File: src/include/sema_slots_pkg.sv
/*
 Constants for semaphore lock slots three to seven: offsets, field positions,
 reset values and bus answer timing.
 Assumes a 32-bit APB with byte addresses; each slot takes one aligned word.
*/
package sema_slots_pkg;

    localparam int unsigned addr_width = 12;
    localparam int unsigned data_width = 32;
    localparam int unsigned slot_count = 5;
    localparam int unsigned first_slot = 3;

    localparam logic [11:0] lock_slot_3_offset = 12'h00c;
    localparam logic [11:0] lock_slot_4_offset = 12'h010;
    localparam logic [11:0] lock_slot_5_offset = 12'h014;
    localparam logic [11:0] lock_slot_6_offset = 12'h018;
    localparam logic [11:0] lock_slot_7_offset = 12'h01c;

    localparam int unsigned lock_bit_pos = 0;
    localparam logic lock_free = 1'b0;
    localparam logic lock_held = 1'b1;
    localparam logic lock_reset_value = 1'b0;
    localparam logic [31:0] reserved_read_value = 32'h0000_0000;
    localparam logic [31:0] unmapped_read_value = 32'h0000_0000;

    // Bus answers in the first access cycle; no wait states
    localparam int unsigned access_wait_cycles = 0;

    typedef enum logic [1:0] {
        apb_idle,
        apb_setup,
        apb_access
    } apb_phase_type;

endpackage : sema_slots_pkg

File: src/rtl/slot_decoder.sv
/*
 Address decoder for the five lock slot registers.
 Assumes a word-aligned byte address; returns a one-hot slot select and a hit flag.
*/
`timescale 1ns/1ps
module slot_decoder
    import sema_slots_pkg::*;
(
    // Address in
    input wire logic [addr_width-1:0] paddr,
    // Decoded select
    output logic [slot_count-1:0] slot_sel,
    output logic hit
);

    always_comb begin
        slot_sel = '0;
        if (paddr == lock_slot_3_offset) begin
            slot_sel[0] = 1'b1;
        end else if (paddr == lock_slot_4_offset) begin
            slot_sel[1] = 1'b1;
        end else if (paddr == lock_slot_5_offset) begin
            slot_sel[2] = 1'b1;
        end else if (paddr == lock_slot_6_offset) begin
            slot_sel[3] = 1'b1;
        end else if (paddr == lock_slot_7_offset) begin
            slot_sel[4] = 1'b1;
        end
        hit = |slot_sel;
    end

endmodule : slot_decoder

File: src/rtl/lock_slot.sv
/*
 One semaphore lock bit with test-and-take on read and release on writing zero.
 Assumes at most one bus access per cycle, so take and release never collide.
*/
`timescale 1ns/1ps
module lock_slot
    import sema_slots_pkg::*;
(
    // Clock and reset
    input wire logic pclk,
    input wire logic presetn,
    // Access strobes, one cycle each
    input wire logic take_read,
    input wire logic release_write,
    input wire logic write_bit,
    // Lock state
    output logic lock_q
);

    always_ff @(posedge pclk or negedge presetn) begin
        if (!presetn) begin
            lock_q <= lock_reset_value;
        end else if (take_read && lock_q == lock_free) begin
            lock_q <= lock_held;
        end else if (release_write && write_bit == lock_free) begin
            lock_q <= lock_free;
        end
    end

endmodule : lock_slot

File: src/rtl/sema_lock_slots.sv
/*
 Semaphore lock slots three to seven behind an APB slave, with a mirror of each
 lock bit for the shared status register.
 Assumes one APB master arbitrating both cores, synchronous inputs on pclk.
*/
`timescale 1ns/1ps
module sema_lock_slots
    import sema_slots_pkg::*;
(
    // Clock and reset
    input wire logic pclk,
    input wire logic presetn,
    // APB slave
    input wire logic psel,
    input wire logic penable,
    input wire logic pwrite,
    input wire logic [addr_width-1:0] paddr,
    input wire logic [data_width-1:0] pwdata,
    input wire logic [3:0] pstrb,
    output logic [data_width-1:0] prdata,
    output logic pready,
    output logic pslverr,
    // Status mirror
    output logic lock_mirror_bit_3,
    output logic lock_mirror_bit_4,
    output logic lock_mirror_bit_5,
    output logic lock_mirror_bit_6,
    output logic lock_mirror_bit_7
);

    logic [slot_count-1:0] slot_sel;
    logic hit;
    logic [slot_count-1:0] lock_q;
    logic setup_phase;
    logic do_read;
    logic do_write;
    logic [data_width-1:0] prdata_d;
    logic [slot_count-1:0] mirror_q;

    slot_decoder u_decoder (
        .paddr(paddr),
        .slot_sel(slot_sel),
        .hit(hit)
    );

    // Act in the setup cycle so the answer flops are ready for the access edge
    assign setup_phase = psel && !penable;
    assign do_read = setup_phase && !pwrite;
    // Lock bit sits in byte lane zero; a write without it leaves the lock alone
    assign do_write = setup_phase && pwrite && pstrb[0];

    genvar g;
    generate
        for (g = 0; g < slot_count; g++) begin : g_slot
            lock_slot u_slot (
                .pclk(pclk),
                .presetn(presetn),
                .take_read(do_read && slot_sel[g]),
                .release_write(do_write && slot_sel[g]),
                .write_bit(pwdata[lock_bit_pos]),
                .lock_q(lock_q[g])
            );
        end
    endgenerate

    // Read data holds the value before the take; reserved bits stay zero
    always_comb begin
        prdata_d = reserved_read_value;
        for (int i = 0; i < slot_count; i++) begin
            if (slot_sel[i]) begin
                prdata_d[lock_bit_pos] = lock_q[i];
            end
        end
        if (!hit) begin
            prdata_d = unmapped_read_value;
        end
    end

    always_ff @(posedge pclk or negedge presetn) begin
        if (!presetn) begin
            prdata <= '0;
        end else if (do_read) begin
            prdata <= prdata_d;
        end
    end

    // Ready for exactly the access cycle; error on unmapped address
    always_ff @(posedge pclk or negedge presetn) begin
        if (!presetn) begin
            pready <= 1'b0;
            pslverr <= 1'b0;
        end else begin
            pready <= setup_phase;
            pslverr <= setup_phase && !hit;
        end
    end

    // Mirror follows the next lock state, so it changes on the same edge
    always_ff @(posedge pclk or negedge presetn) begin
        if (!presetn) begin
            mirror_q <= {slot_count{lock_reset_value}};
        end else begin
            for (int i = 0; i < slot_count; i++) begin
                if (do_read && slot_sel[i] && lock_q[i] == lock_free) begin
                    mirror_q[i] <= lock_held;
                end else if (do_write && slot_sel[i] && pwdata[lock_bit_pos] == lock_free) begin
                    mirror_q[i] <= lock_free;
                end
            end
        end
    end

    assign lock_mirror_bit_3 = mirror_q[0];
    assign lock_mirror_bit_4 = mirror_q[1];
    assign lock_mirror_bit_5 = mirror_q[2];
    assign lock_mirror_bit_6 = mirror_q[3];
    assign lock_mirror_bit_7 = mirror_q[4];

endmodule : sema_lock_slots

File: config.mk
export PLATFORM = sky130hd
export DESIGN_NAME = sema_lock_slots
export DESIGN_NICKNAME = d
export VERILOG_FILES = /design/src/include/sema_slots_pkg.sv /design/src/rtl/slot_decoder.sv /design/src/rtl/lock_slot.sv /design/src/rtl/sema_lock_slots.sv
export SDC_FILE = /design/constraint.sdc
export NUM_CORES = 1
export LEC_CHECK = 0
export ABC_AREA = 1
export BUFFER_PORTS_ARGS = -buffer_cell sky130_fd_sc_hd__buf_2
export CAP_MARGIN = 25
export CORE_UTILIZATION = 34
export CTS_CLUSTER_DIAMETER = 150
export DETAILED_ROUTE_END_ITERATION = 16
export GPL_TIMING_DRIVEN = 0
export MAX_ROUTING_LAYER = met4
export PLACE_DENSITY_LB_ADDON = 0.15
export SETUP_SLACK_MARGIN = 0.02
export SLEW_MARGIN = 10
export SYNTH_ARGS = -nofsm -noshare
export SYNTH_HDL_FRONTEND = slang
export SYNTH_SLANG_ARGS = --single-unit
File: constraint.sdc
create_clock -name pclk -period 2.4 [get_ports pclk]
set_input_delay 0.36 -clock pclk [delete_from_list [all_inputs] [get_ports pclk]]
set_output_delay 0.36 -clock pclk [all_outputs]
set_load 0.01 [all_outputs]
==> results.py <==
metrics = {
    "critical_path": {
        "path_class": "in2reg",
        "worst_path_max_delay_cell": "or2_0",
        "end_kind": "flip-flop",
        "cp_data_arrival_time_ns": 1.44,
        "critPathBufInv": 1,
        "startpoint": "paddr[11]",
        "cp_max_fo": 6,
        "path_cells": "buf_2 > nor2_1 > nand2_1 > nor2_4 > nand2_2 > or2_0 > nand2_1 > nand2_1 > nand2_1 > nand2_1 > nand2_1 > nand2_1",
        "cp_top_family": "simple AND/OR/NAND/NOR gates",
        "worstSetupStartpointType": "input pin",
        "slowest_delay_ns": 0.22,
        "required_ns": 2.54,
        "crit_path_frequent_cell": "nand2_1",
        "reg2reg_from": "mirror_q[2]",
    },
    "floorplanning": {
        "initial_core_util_pct": 36.2,
        "coreArea_um2": 1980,
        "die_width_um": 47.9,
        "dieArea_um2": 2300,
        "ios": 92,
        "rows": 16,
        "die_h_um": 47.9,
    },
    "synth": {
        "avgSynthCellArea_um2": 6.96,
        "yosysSeqAreaShare_pct": 27.9,
        "synthTopCellsByArea": "buf_4, dfrtp_1, nand2_1",
        "synth_top_area_cell": "buf_4",
        "synthDistinctLibCells": 16,
        "yosysWarnings": 0,
        "netlist_area_um2": 717,
        "syn_inst": 103,
        "netlist.area_leader.share_pct": 32.5,
        "synth_seq_cells": 8,
    },
    "sta": {
        "drv_slew": 0,
        "rsz0062_at_grt": "no",
        "layout_min_cycle_time_ns": 1.30,
        "finalSetupTns_ns": 0,
        "fin_skew_ns": 0.00250,
        "setup_violations": 0,
        "whs_ns": 0.290,
        "final_hold_viol_count": 0,
        "max_clock_freq_mhz": 770,
        "fin_crit_sh_pct": 54.1,
        "layout_setup_ws_ns": 1.10,
    },
    "job": {
        "drv_cap": 0,
    },
    "final_layout": {
        "area_growth_syn_to_layout_pct": 43.1,
        "fin_nets": 218,
        "final_cell_area_um2": 1030,
        "nFillCells": 217,
        "drive_gt1_share_pct": 40.5,
        "final_cell_mix": "buf_4, conb_1, buf_2",
        "n_antenna_cell": 0,
    },
    "grt": {
        "grt_pass1_vias": 515,
        "grt_max_degree": 9,
        "grt_pass1_wl_mm": 1.92,
        "track_usage_pct": 12.5,
        "antenna_found_initial": 0,
        "grt_overflow_total": 0,
    },
    "clock_network": {
        "cts-root-buf": "clkbuf_4",
        "cts_buffers": 3,
        "path_clk_slew_ns": 0.05,
        "htreeDepth": 1,
        "cts_tree": "done",
        "cts_setup_buffers": 0,
        "clk_path_buf_depth": 2,
        "clk_latency_ns": 0.25,
        "cts_sinks": 8,
    },
    "detailed_routing": {
        "drt-pass1-iter-count": 2,
        "antenna_left": 0,
        "wl_mm": 1.33,
        "via_per_inst": 3.66,
        "vias": 696,
        "post_drt_wl_per_cell_um": 7.01,
        "drt_iter0_markers": 12,
        "drc": 0,
    },
    "worst_hold_path": {
        "hp-class": "in2reg",
        "hp-start": "penable",
    },
    "power": {
        "power_w": 0.000332,
        "cellPowerDensity_nw_per_um2": 324,
        "power_frac_seq_pct": 41.4,
        "p_switching_w": 0.0000891,
        "p_int_w": 0.000243,
        "swShare_pct": 26.8,
        "p_clk_share_pct": 29.7,
        "combPwrFrac_pct": 29.0,
        "vdd_drop_max_mv": 0.269,
        "p_leak_nw": 0.662,
    },
    "placed_design": {
        "port_buffers": 26,
        "placed_area_um2": 993,
        "dpl.hpwl_mm": 1.18,
        "dp_slack_ns": 0.843,
        "gp_congestion": 0.781,
    },
    "run_status": {
        "status": "finished clean",
    },
}
==> stage by stage <==
stage	utilization, %	instances
final	51.8	190
after global routing	51.8	190
after CTS	51.8	190
after detailed placement	50.1	186
after global placement	50.1	186
after floorplan	-	133
==> path summary, 6_finish.rpt <==
path	cells past startpoint	slack, ns	end
max	12	1.10	prdata[0]
min	2	0.29	pready
max reg2reg	7	1.37	prdata[0]
min reg2reg	2	0.48	prdata[0]
max in group asynchronous	2	1.74	pslverr
min in group asynchronous	2	0.49	mirror_q[2]
==> flip-flops by register name (all words and copies together) (netlist names) <==
name and flops:
prdata 1, pready 1, pslverr 1, g_slot.u_slot.lock_q 2
mirror_q 3
==> layout make-up <==
cell class                 count  area (µm²)  area share (%)
timing repair buffer          27         140            13.7
tap                           27        33.8            3.29
clock buffer                   3        22.5            2.20
multi-input combinational     85         363            35.4
inverter                       9        33.8            3.29
sequential                     8         200            19.5
buffer                        31         233            22.7
==> cells by family (layout without fill, tap and decap cells) <==
family | Yosys count | in the layout | synth area share [%]
AND/OR/NAND/NOR | 46 | 46 | 28.4
other | 1 | 31 | 0.523
buffers and inverters | 40 | 70 | 37.2
flip-flops | 8 | 8 | 27.9
AO/OA/AOI/OAI | 8 | 8 | 5.93
==> power groups by stage <==
stage	clock, W	combinational (W)	sequential, W
after floorplan	0	0.0000701	0.000141
after global placement	0	0.0000921	0.000140
after detailed placement	0	0.0000932	0.000140
after CTS	0.000102	0.0000945	0.000138
after global routing	0.000111	0.000110	0.000138
final	0.0000985	0.0000962	0.000138
==> synth_stat cells (all sizes together) <==
library cell	count
buf	31
conb	1
dfrtp	8
inv	9
nand2	20
nand3	3
nand4	2
nor2	19
o21ai	6
o22ai	2
or2	2
==> metal layers <==
metal  global-route usage, %  part of all wire (%)  vias up  wire (µm)
li1                        -                     -      376          -
met1                    11.5                    37      296        487
met2                    23.2                    55       22        738
met3                    6.79                   7.3        2         97
met4                    1.67                  0.60        0          8
met5                       -                     0        -          0
==> timing repair <==
action | 4_1_cts | 5_1_grt
hold endpoints to repair | 8 | 0
hold buffers | 1 | 0
setup endpoints to repair | 0 | 0
resized for setup | 0 | 0
No activity file was read; power rests on OpenSTA's default activity.
